`src/pkg/rcs_defs.svh`:
```
`ifndef RCS_DEFS_SVH
`define RCS_DEFS_SVH

// ----------------------------------------------------------------
// clock and measurement cycle
// ----------------------------------------------------------------
`define RCS_CLK_MHZ          100
`define RCS_MEAS_PERIOD_MS   1000
`define RCS_MEAS_PERIOD_CYC  (`RCS_MEAS_PERIOD_MS * 1000 * `RCS_CLK_MHZ)

// ----------------------------------------------------------------
// sensor supervision counts, in measurement results
// ----------------------------------------------------------------
`define RCS_FAIL_CNT         3
`define RCS_OK_CNT           5

// ----------------------------------------------------------------
// value ranges: temperature 0.1 K, humidity 0.1 %, co2 1 ppm
// ----------------------------------------------------------------
`define RCS_CO2_MAX          16'h07D0
`define RCS_HUM_FULL         16'h03E8
`define RCS_HUM_MIN          16'h0064
`define RCS_HUM_MAX          16'h03B6
`define RCS_HUM_COMP_SH      7
`define RCS_DEW_MUL          18'h000CD
`define RCS_DEW_SH           10

// ----------------------------------------------------------------
// co2 limit defaults and alarm encodings
// ----------------------------------------------------------------
`define RCS_LIM0_DEF         16'h0190
`define RCS_LIM1_DEF         16'h0320
`define RCS_LIM2_DEF         16'h04B0
`define RCS_LIM3_DEF         16'h0640
`define RCS_BYTE_ON          8'hFF
`define RCS_BYTE_OFF         8'h00

`endif

```
`src/pkg/rcs_pkg.sv`:
```
package rcs_pkg;

  // source of the actual room temperature
  typedef enum logic [1:0] {
    RCS_SRC_INT = 2'b00,
    RCS_SRC_EXT = 2'b01,
    RCS_SRC_AVG = 2'b10
  } rcs_src_t;

  // supervision state of one integrated sensor
  typedef enum logic {
    RCS_ST_RUN   = 1'b0,
    RCS_ST_DEACT = 1'b1
  } rcs_fst_t;

endpackage

```
`src/rtl/rcs_fault_mon.sv`:
```
`timescale 1ns/1ps
`include "rcs_defs.svh"

module rcs_fault_mon
  import rcs_pkg::*;
#(
  parameter int unsigned FAIL_N = `RCS_FAIL_CNT,
  parameter int unsigned OK_N   = `RCS_OK_CNT
) (
  input  wire logic i_mclk,
  input  wire logic i_reset_n,
  input  wire logic i_done,
  input  wire logic i_ok,
  output logic      o_run_next,
  output logic      o_fault,
  output logic      o_evt
);

  if (FAIL_N < 1 || FAIL_N > 15 || OK_N < 1 || OK_N > 15) begin : g_bad_cnt
    $error("rcs_fault_mon: counts must be 1 to 15");
  end

  rcs_fst_t   state_q;
  rcs_fst_t   state_d;
  logic [3:0] cnt_q;
  logic [3:0] cnt_d;
  logic       reported_q;

  // ----------------------------------------------------------------
  // run / deactivated sequence
  // ----------------------------------------------------------------
  // counts only consecutive results, a single good reply does not end a fault
  always_comb begin
    state_d = state_q;
    cnt_d   = cnt_q;
    if (i_done) begin
      case (state_q)
        RCS_ST_RUN: begin
          if (i_ok) begin
            cnt_d = 4'h0;
          end else if (cnt_q == 4'(FAIL_N - 1)) begin
            state_d = RCS_ST_DEACT;
            cnt_d   = 4'h0;
          end else begin
            cnt_d = cnt_q + 4'h1;
          end
        end
        RCS_ST_DEACT: begin
          if (!i_ok) begin
            cnt_d = 4'h0;
          end else if (cnt_q == 4'(OK_N - 1)) begin
            state_d = RCS_ST_RUN;
            cnt_d   = 4'h0;
          end else begin
            cnt_d = cnt_q + 4'h1;
          end
        end
        default: begin
          state_d = RCS_ST_RUN;
          cnt_d   = 4'h0;
        end
      endcase
    end
  end

  always_ff @(posedge i_mclk or negedge i_reset_n) begin
    if (!i_reset_n) begin
      state_q <= RCS_ST_RUN;
      cnt_q   <= 4'h0;
    end else begin
      state_q <= state_d;
      cnt_q   <= cnt_d;
    end
  end

  // ----------------------------------------------------------------
  // fault telegram
  // ----------------------------------------------------------------
  // report after reset
  always_ff @(posedge i_mclk or negedge i_reset_n) begin
    if (!i_reset_n) begin
      reported_q <= 1'b0;
      o_evt      <= 1'b0;
    end else begin
      o_evt <= i_done && (!reported_q || state_d != state_q);
      if (i_done) begin
        reported_q <= 1'b1;
      end
    end
  end

  assign o_run_next = (state_d == RCS_ST_RUN);
  assign o_fault    = (state_q == RCS_ST_DEACT);

  fault_entry_a: assert property (@(posedge i_mclk) disable iff (!i_reset_n)
    $rose(o_fault) |-> $past(i_done && !i_ok) && o_evt)
    else $error("fault set without failed result or telegram");

  fault_exit_a: assert property (@(posedge i_mclk) disable iff (!i_reset_n)
    $fell(o_fault) |-> $past(i_done && i_ok) && o_evt)
    else $error("fault cleared without good result or telegram");

  first_report_a: assert property (@(posedge i_mclk) disable iff (!i_reset_n)
    i_done && !reported_q |=> o_evt)
    else $error("no fault telegram after reset");

endmodule

```
`src/rtl/rcs_supervisor.sv`:
```
`timescale 1ns/1ps
`include "rcs_defs.svh"

module rcs_supervisor
  import rcs_pkg::*;
#(
  parameter int unsigned MEAS_CYC = `RCS_MEAS_PERIOD_CYC,
  parameter int unsigned FAIL_N   = `RCS_FAIL_CNT,
  parameter int unsigned OK_N     = `RCS_OK_CNT
) (
  input  wire logic        i_mclk,
  input  wire logic        i_reset_n,
  output logic             o_meas_req,
  input  wire logic        i_temp_done,
  input  wire logic        i_temp_ok,
  input  wire logic [15:0] i_temp_raw,
  input  wire logic        i_hum_done,
  input  wire logic        i_hum_ok,
  input  wire logic [15:0] i_hum_raw,
  input  wire logic        i_co2_done,
  input  wire logic        i_co2_ok,
  input  wire logic [15:0] i_co2_raw,
  input  wire logic        i_ext_temp_valid,
  input  wire logic [15:0] i_ext_temp,
  input  wire logic [1:0]  i_temp_src,
  input  wire logic [15:0] i_temp_offset,
  input  wire logic [15:0] i_dew_lead,
  input  wire logic [15:0] i_dew_hyst,
  input  wire logic        i_dew_two_out,
  input  wire logic        i_dew_fmt_byte,
  input  wire logic        i_lim_wr,
  input  wire logic [1:0]  i_lim_sel,
  input  wire logic [15:0] i_lim_value,
  input  wire logic [15:0] i_lim_hyst,
  input  wire logic [3:0]  i_lim_dir,
  output logic             o_temp_valid,
  output logic [15:0]      o_temp_value,
  output logic             o_hum_valid,
  output logic [15:0]      o_hum_value,
  output logic [15:0]      o_dew_value,
  output logic             o_dew_evt,
  output logic [1:0]       o_dew_bit,
  output logic [7:0]       o_dew_byte0,
  output logic [7:0]       o_dew_byte1,
  output logic             o_co2_valid,
  output logic [15:0]      o_co2_value,
  output logic [3:0]       o_lim_state,
  output logic [3:0]       o_lim_evt,
  output logic [2:0]       o_fault,
  output logic [2:0]       o_fault_evt
);

  if (MEAS_CYC < 2) begin : g_bad_period
    $error("rcs_supervisor: MEAS_CYC must be at least 2");
  end

  // ----------------------------------------------------------------
  // helpers
  // ----------------------------------------------------------------
  function automatic logic signed [15:0] sat16(input logic signed [17:0] v);
    if (v > 18'sh07FFF) begin
      return 16'sh7FFF;
    end else if (v < -18'sh08000) begin
      return -16'sh8000;
    end
    return v[15:0];
  endfunction

  // hysteresis switch: dir high means on above the limit
  function automatic logic lim_next(input logic st, input logic [15:0] v,
                                    input logic [15:0] lim, input logic [15:0] hy,
                                    input logic dir);
    logic [16:0] up;
    logic [16:0] dn;
    up = {1'b0, lim} + {1'b0, hy};
    dn = {1'b0, lim} - {1'b0, hy};
    if (dir) begin
      return st ? !(dn[16] ? 1'b0 : ({1'b0, v} < dn)) : (v > lim);
    end
    return st ? !({1'b0, v} > up) : (v < lim);
  endfunction

  // ----------------------------------------------------------------
  // measurement cycle divider
  // ----------------------------------------------------------------
  logic [31:0] tick_cnt_q;

  always_ff @(posedge i_mclk or negedge i_reset_n) begin
    if (!i_reset_n) begin
      tick_cnt_q <= 32'h0;
      o_meas_req <= 1'b0;
    end else begin
      o_meas_req <= (tick_cnt_q == 32'h0);
      if (tick_cnt_q == MEAS_CYC - 1) begin
        tick_cnt_q <= 32'h0;
      end else begin
        tick_cnt_q <= tick_cnt_q + 32'h1;
      end
    end
  end

  // ----------------------------------------------------------------
  // sensor supervision, index 0 temp, 1 humidity, 2 co2
  // ----------------------------------------------------------------
  logic [2:0] done_v;
  logic [2:0] ok_v;
  logic [2:0] run_next;

  assign done_v = {i_co2_done, i_hum_done, i_temp_done};
  assign ok_v   = {i_co2_ok, i_hum_ok, i_temp_ok};

  for (genvar k = 0; k < 3; k++) begin : g_mon
    rcs_fault_mon #(
      .FAIL_N (FAIL_N),
      .OK_N   (OK_N)
    ) u_mon (
      .i_mclk     (i_mclk),
      .i_reset_n  (i_reset_n),
      .i_done     (done_v[k]),
      .i_ok       (ok_v[k]),
      .o_run_next (run_next[k]),
      .o_fault    (o_fault[k]),
      .o_evt      (o_fault_evt[k])
    );
  end

  // ----------------------------------------------------------------
  // temperature
  // ----------------------------------------------------------------
  logic signed [15:0] ext_q;
  logic               ext_seen_q;
  logic signed [15:0] t_adj;
  logic signed [15:0] t_act;
  logic signed [15:0] t_pub;
  logic signed [15:0] t_room_q;
  logic signed [15:0] t_sens_q;
  logic               room_ok_q;

  always_ff @(posedge i_mclk or negedge i_reset_n) begin
    if (!i_reset_n) begin
      ext_q      <= 16'sh0000;
      ext_seen_q <= 1'b0;
    end else if (i_ext_temp_valid) begin
      ext_q      <= i_ext_temp;
      ext_seen_q <= 1'b1;
    end
  end

  // source select; until an external value arrives the internal one stands in
  always_comb begin
    t_adj = sat16(18'(signed'(i_temp_raw)) + 18'(signed'(i_temp_offset)));
    t_act = t_adj;
    t_pub = run_next[0] ? t_adj : 16'sh0000;
    if (ext_seen_q) begin
      case (rcs_src_t'(i_temp_src))
        RCS_SRC_EXT: begin
          t_act = ext_q;
          t_pub = ext_q;
        end
        RCS_SRC_AVG: begin
          t_act = run_next[0] ? sat16((18'(t_adj) + 18'(ext_q)) >>> 1) : ext_q;
          t_pub = t_act;
        end
        default: begin
          t_act = t_adj;
        end
      endcase
    end
  end

  always_ff @(posedge i_mclk or negedge i_reset_n) begin
    if (!i_reset_n) begin
      o_temp_valid <= 1'b0;
      o_temp_value <= 16'h0000;
      t_room_q     <= 16'sh0000;
      t_sens_q     <= 16'sh0000;
      room_ok_q    <= 1'b0;
    end else begin
      o_temp_valid <= i_temp_done;
      if (i_temp_done) begin
        o_temp_value <= t_pub;
        if (run_next[0] || ext_seen_q) begin
          t_room_q  <= t_act;
          t_sens_q  <= i_temp_raw;
          room_ok_q <= 1'b1;
        end
      end
    end
  end

  // ----------------------------------------------------------------
  // humidity and dew point
  // ----------------------------------------------------------------
  logic signed [17:0] t_delta;
  logic signed [33:0] comp;
  logic signed [17:0] rh_wide;
  logic [15:0]        rh_corr;
  logic signed [17:0] dew_pt;
  logic signed [17:0] dew_thr;
  logic signed [17:0] dew_off;
  logic               dew_q;
  logic               dew_d;
  logic               dew_eval;

  always_comb begin
    t_delta = 18'(t_room_q) - 18'(t_sens_q);
    comp    = signed'({18'h0, i_hum_raw}) * 34'(t_delta);
    rh_wide = 18'(signed'({2'b00, i_hum_raw})) - 18'(comp >>> `RCS_HUM_COMP_SH);
    if (rh_wide < 18'sh0) begin
      rh_corr = 16'h0000;
    end else if (rh_wide > 18'(`RCS_HUM_FULL)) begin
      rh_corr = `RCS_HUM_FULL;
    end else begin
      rh_corr = rh_wide[15:0];
    end
  end

  // dew point, linearised Magnus slope; coarse below about 50 % humidity
  always_comb begin
    dew_pt  = 18'(t_room_q) - 18'((18'(`RCS_HUM_FULL - rh_corr) * `RCS_DEW_MUL) >> `RCS_DEW_SH);
    dew_thr = dew_pt + 18'(signed'(i_dew_lead));
    dew_off = dew_thr + 18'(signed'(i_dew_hyst));
    dew_eval = i_hum_done && run_next[1] && room_ok_q;
    dew_d = dew_q;
    if (dew_eval) begin
      dew_d = dew_q ? !(18'(t_room_q) > dew_off) : (18'(t_room_q) <= dew_thr);
    end
  end

  always_ff @(posedge i_mclk or negedge i_reset_n) begin
    if (!i_reset_n) begin
      o_hum_valid <= 1'b0;
      o_hum_value <= 16'h0000;
      o_dew_value <= 16'h0000;
    end else begin
      o_hum_valid <= i_hum_done;
      if (i_hum_done) begin
        o_hum_value <= run_next[1] ? rh_corr : 16'h0000;
      end
      if (dew_eval) begin
        o_dew_value <= sat16(dew_pt);
      end
    end
  end

  always_ff @(posedge i_mclk or negedge i_reset_n) begin
    if (!i_reset_n) begin
      dew_q       <= 1'b0;
      o_dew_evt   <= 1'b0;
      o_dew_bit   <= 2'b00;
      o_dew_byte0 <= `RCS_BYTE_OFF;
      o_dew_byte1 <= `RCS_BYTE_OFF;
    end else begin
      dew_q       <= dew_d;
      o_dew_evt   <= dew_eval && (dew_d != dew_q);
      o_dew_bit   <= i_dew_fmt_byte ? 2'b00 : {i_dew_two_out && !dew_d, dew_d};
      o_dew_byte0 <= (i_dew_fmt_byte && dew_d) ? `RCS_BYTE_ON : `RCS_BYTE_OFF;
      o_dew_byte1 <= (i_dew_fmt_byte && i_dew_two_out && !dew_d) ? `RCS_BYTE_ON : `RCS_BYTE_OFF;
    end
  end

  // ----------------------------------------------------------------
  // co2 and limit values
  // ----------------------------------------------------------------
  logic [15:0] co2_v;
  logic [15:0] lim_q [4];
  logic [3:0]  lim_d;

  assign co2_v = !run_next[2] ? 16'h0000 : (i_co2_raw > `RCS_CO2_MAX) ? `RCS_CO2_MAX : i_co2_raw;

  always_ff @(posedge i_mclk or negedge i_reset_n) begin
    if (!i_reset_n) begin
      lim_q[0] <= `RCS_LIM0_DEF;
      lim_q[1] <= `RCS_LIM1_DEF;
      lim_q[2] <= `RCS_LIM2_DEF;
      lim_q[3] <= `RCS_LIM3_DEF;
    end else if (i_lim_wr) begin
      lim_q[i_lim_sel] <= i_lim_value;
    end
  end

  // hysteresis per limit
  // skipped while deactivated so the forced zero cannot trip an undershoot
  always_comb begin
    lim_d = o_lim_state;
    for (int i = 0; i < 4; i++) begin
      if (i_co2_done && run_next[2]) begin
        lim_d[i] = lim_next(o_lim_state[i], co2_v, lim_q[i], i_lim_hyst, i_lim_dir[i]);
      end
    end
  end

  always_ff @(posedge i_mclk or negedge i_reset_n) begin
    if (!i_reset_n) begin
      o_co2_valid <= 1'b0;
      o_co2_value <= 16'h0000;
      o_lim_state <= 4'h0;
      o_lim_evt   <= 4'h0;
    end else begin
      o_co2_valid <= i_co2_done;
      if (i_co2_done) begin
        o_co2_value <= co2_v;
      end
      o_lim_state <= lim_d;
      o_lim_evt <= lim_d ^ o_lim_state;
    end
  end

  // ----------------------------------------------------------------
  // checks
  // ----------------------------------------------------------------
  req_first_a: assert property (@(posedge i_mclk) disable iff (!i_reset_n)
    $rose(i_reset_n) ##1 1'b1 |-> o_meas_req)
    else $error("no measurement request after reset");

  temp_zero_a: assert property (@(posedge i_mclk) disable iff (!i_reset_n)
    o_temp_valid && o_fault[0] && $past(i_temp_src) == RCS_SRC_INT |-> o_temp_value == 16'h0000)
    else $error("faulty temperature sensor reports nonzero");

  hum_zero_a: assert property (@(posedge i_mclk) disable iff (!i_reset_n)
    o_hum_valid && o_fault[1] |-> o_hum_value == 16'h0000)
    else $error("faulty humidity sensor reports nonzero");

  co2_range_a: assert property (@(posedge i_mclk) disable iff (!i_reset_n)
    o_co2_valid |-> o_co2_value <= `RCS_CO2_MAX && (o_fault[2] -> o_co2_value == 16'h0000))
    else $error("co2 value out of range");

  lim_evt_a: assert property (@(posedge i_mclk) disable iff (!i_reset_n)
    o_lim_evt[0] |-> o_lim_state[0] != $past(o_lim_state[0]) && $past(i_co2_done))
    else $error("limit telegram without change or new value");

  dew_evt_a: assert property (@(posedge i_mclk) disable iff (!i_reset_n)
    $changed(dew_q) |-> o_dew_evt && $past(i_hum_done))
    else $error("dew alarm change without telegram");

  dew_byte_a: assert property (@(posedge i_mclk) disable iff (!i_reset_n)
    dew_q && $past(i_dew_fmt_byte) |-> o_dew_byte0 == `RCS_BYTE_ON && o_dew_bit == 2'b00)
    else $error("dew alarm byte encoding wrong");

endmodule

```
`config.mk`:
```
export PLATFORM = sky130hd
export DESIGN_NAME = rcs_supervisor
export DESIGN_NICKNAME = d
export VERILOG_FILES = /design/src/pkg/rcs_pkg.sv /design/src/rtl/rcs_fault_mon.sv /design/src/rtl/rcs_supervisor.sv
export VERILOG_INCLUDE_DIRS = /design/src /design/src/pkg
export SDC_FILE = /design/constraint.sdc
export NUM_CORES = 2
export LEC_CHECK = 0
export ABC_AREA = 1
export BUFFER_PORTS_ARGS = -buffer_cell sky130_fd_sc_hd__buf_2
export CAP_MARGIN = 20
export CORE_UTILIZATION = 30
export DETAILED_ROUTE_END_ITERATION = 16
export PLACE_DENSITY = 0.5
export SETUP_SLACK_MARGIN = 0.4
export SYNTH_ARGS = -nofsm -noshare
export SYNTH_HDL_FRONTEND = slang
export SYNTH_SLANG_ARGS = --single-unit
```
`constraint.sdc`:
```
create_clock -name i_mclk -period 23.3 [get_ports i_mclk]
set_input_delay 4.66 -clock i_mclk [delete_from_list [all_inputs] [get_ports i_mclk]]
set_output_delay 4.66 -clock i_mclk [all_outputs]
set_load 0.05 [all_outputs]
```
Word-level counts from Yosys, hierarchy flattened
Index checks and enable logic that the tools add are counted.
{"block": "classes", "add_sub_neg": 20, "mul": 2, "n_lt_le_gt_ge": 29, "n_eq_ne": 13, "muxes": 103, "n_bitwise": 8, "reduce_logical": 31}
{"cell": "two-way mux 16 bit", "n": 19}
{"cell": "adder 16 x 16 -> 17 bit", "n": 6}
{"cell": "subtractor 16 x 16 -> 17 bit", "n": 5}
{"cell": "greater-than comparator 16 x 17 -> 1 bit", "n": 4}
{"cell": "< comparator 16 x 17 -> 1 bit", "n": 4}
{"cell": "bitwise mux 64 bit", "n": 1}
{"cell": "greater-than comparator 16 bit", "n": 4}
{"cell": "< comparator 16 bit", "n": 4}
{"cell": "one-hot mux 16 bit (2 select lines)", "n": 2}
{"cell": "two-way mux 1 bit", "n": 58}
{"cell": "two-way mux 4 bit", "n": 12}
{"cell": "greater-than comparator 17 x 16 -> 1 bit (second input constant)", "n": 2}
{"cell": "< comparator 17 x 16 -> 1 bit (second input constant)", "n": 2}
{"cell": "adder 32 x 1 -> 32 bit (second input constant)", "n": 1}
{"cell": "demux 16 bit (select 2 bit)", "n": 1}
{"cell": "== test 32 x 27 -> 1 bit (second input constant)", "n": 1}
{"cell": "logical NOT 32 bit", "n": 1}
{"cell": "two-way mux 32 bit", "n": 1}
{"cell": "multiplier 17 x 17 -> 25 bit", "n": 1}
{"cell": "one-hot mux 4 bit (2 select lines)", "n": 3}
{"cell": "adder 17 x 16 -> 18 bit", "n": 1}
{"cell": "adder 18 x 16 -> 18 bit", "n": 1}
{"cell": "greater-than comparator 16 x 18 -> 1 bit", "n": 1}
{"cell": "greater-than comparator 18 x 10 -> 1 bit (second input constant)", "n": 1}
{"cell": "other kinds (27)", "n": 70}
{"block": "totals", "regBits": 263, "output_inout_bits": 101, "word_cells": 243}

Depth between registers and ports, before layout
{"block": "logic_depth", "word_depth": 18, "ltp_mapped": 110, "ltp_nobuf": 110}

Cells and area by module
From an unflattened synthesis, not the netlist that was laid out.
{"block": "hier_totals", "cells_unflattened": 4809, "hier_area_um2": 36422.4}
{"module": "rcs_supervisor", "instances": 1, "cells_per_inst": 4653, "area_each_um2": 35131.2, "seq_area_each_um2": 5721.7}
{"module": "rcs_fault_mon", "instances": 3, "cells_per_inst": 52, "area_each_um2": 430.4, "seq_area_each_um2": 175.2}

Least setup slack after synthesis
Ideal clock, no wire load.
{"block": "synth_path", "kind": "input to register", "from": "input port i_hum_raw[8]", "to": "register o_dew_evt", "setup_ns": 0.120, "arrival_time_ns": 20.403, "t_required_ns": 23.180, "slack_ns": 2.778, "cell_stages": 94, "path_cell_list": "clkbuf_1 inv_1 clkbuf_1 nor2_1 fa_1 inv_1 fa_1 fa_1 inv_1 fa_1 fa_1 inv_1 fa_1 inv_1 ha_1 nand2_1 nor2_1 a211oi_1 [... 58 more ...] o21bai_1 a21oi_1 o21bai_1 nand2_1 nand2_1 a21oi_1 o21bai_1 a21oi_1 xnor2_1 ha_1 nand2_1 o211ai_1 xnor2_1 o311ai_0 nand2_1 nand2_1 o21ai_0 inv_1"}
{"block": "synth_between", "elab_chain_len": 16}
{"element": "from (decl)", "line": "rcs_supervisor.sv:19", "rtl": "input wire logic [15:0] i_hum_raw,"}
{"element": "multiplier 17 x 17 -> 25 bit", "line": "rcs_supervisor.sv:207", "rtl": "comp = signed'({18'h0, i_hum_raw}) * 34'(t_delta);"}
{"element": "subtractor 17 x 18 -> 18 bit *", "line": "rcs_supervisor.sv:208", "rtl": "rh_wide = 18'(signed'({2'b00, i_hum_raw})) - 18'(comp >>> `RCS_HUM_COMP_SH);"}
{"element": "greater-than comparator 18 x 10 -> 1 bit", "line": "rcs_supervisor.sv:211", "rtl": "end else if (rh_wide > 18'(`RCS_HUM_FULL)) begin"}
{"element": "two-way mux 16 bit", "line": "rcs_supervisor.sv:211"}
{"element": "two-way mux 16 bit *", "line": "rcs_supervisor.sv:209", "rtl": "if (rh_wide < 18'sh0) begin"}
{"element": "subtractor 10 x 16 -> 17 bit (no source line) *"}
{"element": "multiplier 18 x 8 -> 18 bit (no source line) *"}
{"element": "subtractor 16 x 9 -> 17 bit *", "line": "rcs_supervisor.sv:220", "rtl": "dew_pt = 18'(t_room_q) - 18'((18'(`RCS_HUM_FULL - rh_corr) * `RCS_DEW_MUL) >> `RCS_DEW_SH);"}
{"element": "adder 17 x 16 -> 18 bit *", "line": "rcs_supervisor.sv:221", "rtl": "dew_thr = dew_pt + 18'(signed'(i_dew_lead));"}
{"element": "adder 18 x 16 -> 18 bit", "line": "rcs_supervisor.sv:222", "rtl": "dew_off = dew_thr + 18'(signed'(i_dew_hyst));"}
{"element": "greater-than comparator 16 x 18 -> 1 bit", "line": "rcs_supervisor.sv:226", "rtl": "dew_d = dew_q ? !(18'(t_room_q) > dew_off) : (18'(t_room_q) <= dew_thr);"}
{"element": "logical NOT 1 bit", "line": "rcs_supervisor.sv:226"}
{"element": "two-way mux 1 bit *", "line": "rcs_supervisor.sv:226"}
{"element": "two-way mux 1 bit *", "line": "rcs_supervisor.sv:225", "rtl": "if (dew_eval) begin"}
{"element": "named net dew_d", "line": "rcs_supervisor.sv:202", "rtl": "logic dew_d;"}
{"element": "inequality test 1 bit *", "line": "rcs_supervisor.sv:255", "rtl": "o_dew_evt <= dew_eval && (dew_d != dew_q);"}
{"element": "logical AND 1 bit *", "line": "rcs_supervisor.sv:255"}
{"element": "to (signal assigned)", "line": "rcs_supervisor.sv:255"}
{"element": "to (decl)", "line": "rcs_supervisor.sv:41", "rtl": "output logic o_dew_evt,"}
The timed path passes the listed nets; every way through them passes the cells marked *.
A chain may end at the register's enable or synchronous reset.

Worst setup path after layout
{"block": "layout_path", "from": "input port i_hum_raw[6]", "to": "register o_dew_bit[1]"}
{"block": "layout_between", "elab_chain_len": 17}
{"element": "multiplier 17 x 17 -> 25 bit", "line": "rcs_supervisor.sv:207"}
{"element": "subtractor 17 x 18 -> 18 bit *", "line": "rcs_supervisor.sv:208"}
{"element": "greater-than comparator 18 x 10 -> 1 bit", "line": "rcs_supervisor.sv:211"}
{"element": "two-way mux 16 bit", "line": "rcs_supervisor.sv:211"}
{"element": "two-way mux 16 bit *", "line": "rcs_supervisor.sv:209"}
{"element": "subtractor 10 x 16 -> 17 bit (no source line) *"}
{"element": "multiplier 18 x 8 -> 18 bit (no source line) *"}
{"element": "subtractor 16 x 9 -> 17 bit *", "line": "rcs_supervisor.sv:220"}
{"element": "[... 2 more ...]"}
{"element": "greater-than comparator 16 x 18 -> 1 bit", "line": "rcs_supervisor.sv:226"}
{"element": "logical NOT 1 bit", "line": "rcs_supervisor.sv:226"}
{"element": "two-way mux 1 bit *", "line": "rcs_supervisor.sv:226"}
{"element": "two-way mux 1 bit *", "line": "rcs_supervisor.sv:225"}
{"element": "named net dew_d", "line": "rcs_supervisor.sv:202"}
{"element": "logical NOT 1 bit *", "line": "rcs_supervisor.sv:256", "rtl": "o_dew_bit <= i_dew_fmt_byte ? 2'b00 : {i_dew_two_out && !dew_d, dew_d};"}
{"element": "logical AND 1 bit *", "line": "rcs_supervisor.sv:256"}
{"element": "two-way mux 2 bit *", "line": "rcs_supervisor.sv:256"}
{"element": "to (signal assigned)", "line": "rcs_supervisor.sv:256"}
{"element": "to (decl)", "line": "rcs_supervisor.sv:42", "rtl": "output logic [1:0] o_dew_bit,"}
Marked as above.

==> flow_summary.yaml <==
status:
  outcome: "complete, no violations"
place:
  dp_cells: 6505
  portBuffers: 264
  place.gp.congestion: 0.9194
  hpwlAfterDp_um: 93910
  postPlaceCellArea_sq_um: 38900
sta:
  finalSetupTns_ns: 0
  worst_slew_pin_slew_ns: 1.080
  finalMaxSlewViolations: 0
  rsz0062_at_grt: "no"
  highest_achievable_clock_rate_ghz: 0.04675
  number_of_failing_setup_endpoints_in_the_final_timing_report: 0
  final.period_utilization: 0.9180
  maxSlewHeadroom: 0.2774
  final_period_minus_worst_setup_slack_ns: 21.39
  finalHoldViolations: 0
  worst_clock_skew_ns: 0.03954
worst_setup_path:
  timing_worst_setup_path_type: "in2reg"
  crit_path_end_kind: "register"
  cp_slowest_stage_delay_ns: 0.54
  maximum_fanout_encountered_on_the_critical_timing_path: 13
  cp.required_ns: 23.78
  worst_path_max_delay_cell: "sky130_fd_sc_hd__fa_1"
  start_kind: "input pin"
  cp_common_cell: "sky130_fd_sc_hd__nand2_1"
  timing.rr.end: "o_dew_bit[1]"
  worstRegToRegCells: 103
  rrSetupSlack_ns: 3.43
  timing.critical_path.arrival_ns: 21.87
  r2r_start: "t_room_q[1]"
clocking:
  clock_pin_transition_on_the_worst_setup_and_hold_timing_paths_ns: 0.05
  clock-root-buffer: "sky130_fd_sc_hd__clkbuf_16"
  numCtsBuffers: 39
  cts_buffer_depth: 3
  clock_insertion_delay_worst_skew_ns: 0.61
  htree_num_levels: 2
  clkSinkCount: 249
  clock_tree_from_tritoncts: "built"
grt:
  global_route.overflow_total: 0
  grt_antenna_before_repair: 24
  grtUsageTotal: 0.1850
  first_global_vias: 30617
  maximum_number_of_pins_on_one_net_before_global_route_repair: 83
  grt_pass1_wl_um: 174000
logic_synthesis:
  mappedNetlistArea_sq_um: 35620
  synth.ff_latch_count: 249
  leading_register_cell_type_out_of_synthesis: "sky130_fd_sc_hd__dfrtp_1"
  synthSimpleGateAreaFrac: 0.1798
  synth_common_cells: "877 x sky130_fd_sc_hd__inv_1, 827 x sky130_fd_sc_hd__nand2_1, 605 x sky130_fd_sc_hd__ha_1"
  share_of_synthesized_area_occupied_by_flip_flops_and_latches: 0.1754
  synth_edf_count: 0
  synth_most_common_cell: "sky130_fd_sc_hd__inv_1"
  synth_top_family_by_area: "adder cells"
  synth.area.top_cells: "sky130_fd_sc_hd__ha_1 21%, sky130_fd_sc_hd__dfrtp_1 17%, sky130_fd_sc_hd__fa_1 13%"
  synth-warning-count: 0
  post_synth_inst_count: 4706
  synth_largest_type_area_fraction: 0.2125
  avgSynthCellArea_sq_um: 7.570
  synth_mux_area_frac: 0.0009483
  synth-xor-area-share: 0.06122
  asyncSetResetFlopFracSynth: 1.000
  netlist-cell-type-count: 65
  top_cell_type_by_total_area_after_synthesis: "sky130_fd_sc_hd__ha_1"
  yosys.area_share.adder: 0.3389
  synthesized_area_fraction_occupied_by_ao_oa_aoi_and_oai_cells: 0.1377
drt:
  vias_after_detailed_routing: 30885
  via_per_inst: 4.682
  post_detailed_route_drc_marker_count: 0
  drt-pass1-iter-count: 7
  wirelength_um: 112000
  detail_route_antenna_nets: 0
  wl_per_cell_um: 16.99
  drt_iter0_markers: 1653
run:
  max-cap-violations: 0
finish:
  final.fill_count: 12645
  synthToLayoutAreaGrowth_pct: 13.60
  drive_above_1_share: 0.08778
  finalInstanceArea_sq_um: 40470
  post-route-util: 0.3432
  fin_nets: 6021
  count_of_non_filler_cells_in_the_finished_layout: 6596
die:
  io-pin-count: 265
  dieArea_sq_um: 120100
  fp-row-count: 126
  initial_core_util: 0.3021
  core-area_sq_um: 117900
  chip_height_um: 346.6
  die_x_um: 346.6
hold_path:
  hold_path.startpoint: "g_mon[0].u_mon.reported_q"
  worst_hold_path.num_cells: 2
  min_to: "g_mon[0].u_mon.reported_q"
  holdCritPathClass: "reg2reg"
per-layer routing:
layer / part of all wire / track usage
met2: 0.45 / 0.3062
met3: 0.053 / 0.03228
met4: 0.022 / 0.04073
met1: 0.47 / 0.2499
met5: 0.0013 / 0
through the flow:
stage | worst slack, ns | hold WS (ns)
2_1_floorplan | 2.778 | 0.4198
3_3_place_gp | 1.117 | 0.4335
3_5_place_dp | 0.8267 | 0.4378
4_1_cts | 1.361 | 0.4538
5_1_grt | 0.4091 | 0.4719
6_report | 1.911 | 0.4517
flip-flops by register name (all words and copies together) (netlist names), 4 cells and up:
signal / count
lim_q: 64
tick_cnt_q: 32
ext_q: 16
o_co2_value: 16
o_dew_value: 16
o_hum_value: 16
o_temp_value: 16
t_room_q: 16
t_sens_q: 16
g_mon.u_mon.cnt_q: 12
o_lim_evt: 4
o_lim_state: 4
layout by cell type, fill, tap and decap left out, types with 7 or more instances in the layout:
| master | netlist | final |
|---|---|---|
| sky130_fd_sc_hd__nor2_2 | 6 | 10 |
| sky130_fd_sc_hd__o21a_1 | 9 | 9 |
| sky130_fd_sc_hd__o21bai_1 | 68 | 68 |
| sky130_fd_sc_hd__nor4_1 | 14 | 13 |
| sky130_fd_sc_hd__xor2_1 | 209 | 209 |
| sky130_fd_sc_hd__ha_1 | 605 | 605 |
| sky130_fd_sc_hd__a2bb2oi_1 | 12 | 12 |
| sky130_fd_sc_hd__nor3b_1 | 10 | 9 |
| sky130_fd_sc_hd__nand2_1 | 827 | 827 |
| sky130_fd_sc_hd__o31ai_1 | 8 | 8 |
| sky130_fd_sc_hd__a31oi_1 | 13 | 13 |
| sky130_fd_sc_hd__a21oi_1 | 356 | 356 |
| sky130_fd_sc_hd__o221ai_1 | 11 | 11 |
| sky130_fd_sc_hd__a211oi_1 | 15 | 15 |
| sky130_fd_sc_hd__nor3_1 | 57 | 54 |
| sky130_fd_sc_hd__nor2_1 | 369 | 365 |
| sky130_fd_sc_hd__buf_4 | 22 | 38 |
| sky130_fd_sc_hd__and2_1 | 8 | 8 |
| sky130_fd_sc_hd__o21ai_1 | 9 | 14 |
| sky130_fd_sc_hd__xnor2_1 | 40 | 40 |
| sky130_fd_sc_hd__nand2_2 | 11 | 11 |
| sky130_fd_sc_hd__a21o_1 | 19 | 19 |
| sky130_fd_sc_hd__buf_2 | 0 | 263 |
| sky130_fd_sc_hd__clkinvlp_4 | 0 | 10 |
| sky130_fd_sc_hd__o21ai_0 | 268 | 263 |
| sky130_fd_sc_hd__fa_1 | 225 | 225 |
| sky130_fd_sc_hd__a221oi_1 | 9 | 9 |
| sky130_fd_sc_hd__nand4_1 | 55 | 55 |
| sky130_fd_sc_hd__nand3_1 | 148 | 148 |
| sky130_fd_sc_hd__dfrtp_1 | 236 | 236 |
| sky130_fd_sc_hd__inv_1 | 877 | 873 |
| sky130_fd_sc_hd__conb_1 | 1 | 67 |
| sky130_fd_sc_hd__dfstp_2 | 13 | 13 |
| sky130_fd_sc_hd__clkinv_1 | 15 | 12 |
| sky130_fd_sc_hd__o211ai_1 | 20 | 20 |
| sky130_fd_sc_hd__clkinv_2 | 0 | 7 |
| sky130_fd_sc_hd__or2_2 | 12 | 12 |
| sky130_fd_sc_hd__clkbuf_16 | 0 | 39 |
cell families (layout without fill, tap and decap cells):
logic type               count (synthesis)  in the layout
flip-flops                             249            249
AND/OR/NAND/NOR                       1535           1535
XOR/XNOR                               249            249
multiplexers                             3              3
adder cells (fa/ha/maj)                830            830
buffers and inverters                  983           1269
other                                    1             69
AO/OA/AOI/OAI                          856            856
cell type report:
class / instances / area, sq um / share of cell area
Multi-Input combinational cell: 3540 / 25890 / 0.6397
Sequential cell: 249 / 6247 / 0.1544
Inverter: 894 / 3382 / 0.08357
Tap cell: 1536 / 1922 / 0.04749
Timing Repair Buffer: 303 / 1632 / 0.04032
Clock buffer: 48 / 1060 / 0.02619
Clock inverter: 24 / 332.8 / 0.008224
Antenna cell: 2 / 5.005 / 0.0001237
worst max path at each step:
stage	depth (start not counted)	end	start
after floorplan	94	o_dew_evt	i_hum_raw[8]
final	98	o_dew_bit[1]	i_hum_raw[6]
after global routing	97	o_dew_bit[1]	i_hum_raw[5]
after global placement	97	o_dew_byte1[6]	i_hum_raw[4]
after detailed placement	95	o_dew_bit[1]	i_hum_raw[6]
after CTS	95	o_dew_bit[1]	i_hum_raw[4]
critical path, delay by kind of cell:
family          cells  cell delay, ns
fa+ha+maj          18            7.22
compound gates     22            3.86
simple gates       33            3.49
buf+inv            19            1.68
xor+xnor            6            0.94
timing repair:
| action | CTS | global route |
|---|---|---|
| hold buffers | 0 | 0 |
| resized for setup | 0 | 15 |
| buffers inserted | 0 | 16 |
| endpoints found under the setup margin | 0 | 6 |
Power is left out: the tool's default activity adds up to more than one toggle a clock period on the data nets, which glitch-free logic cannot reach.
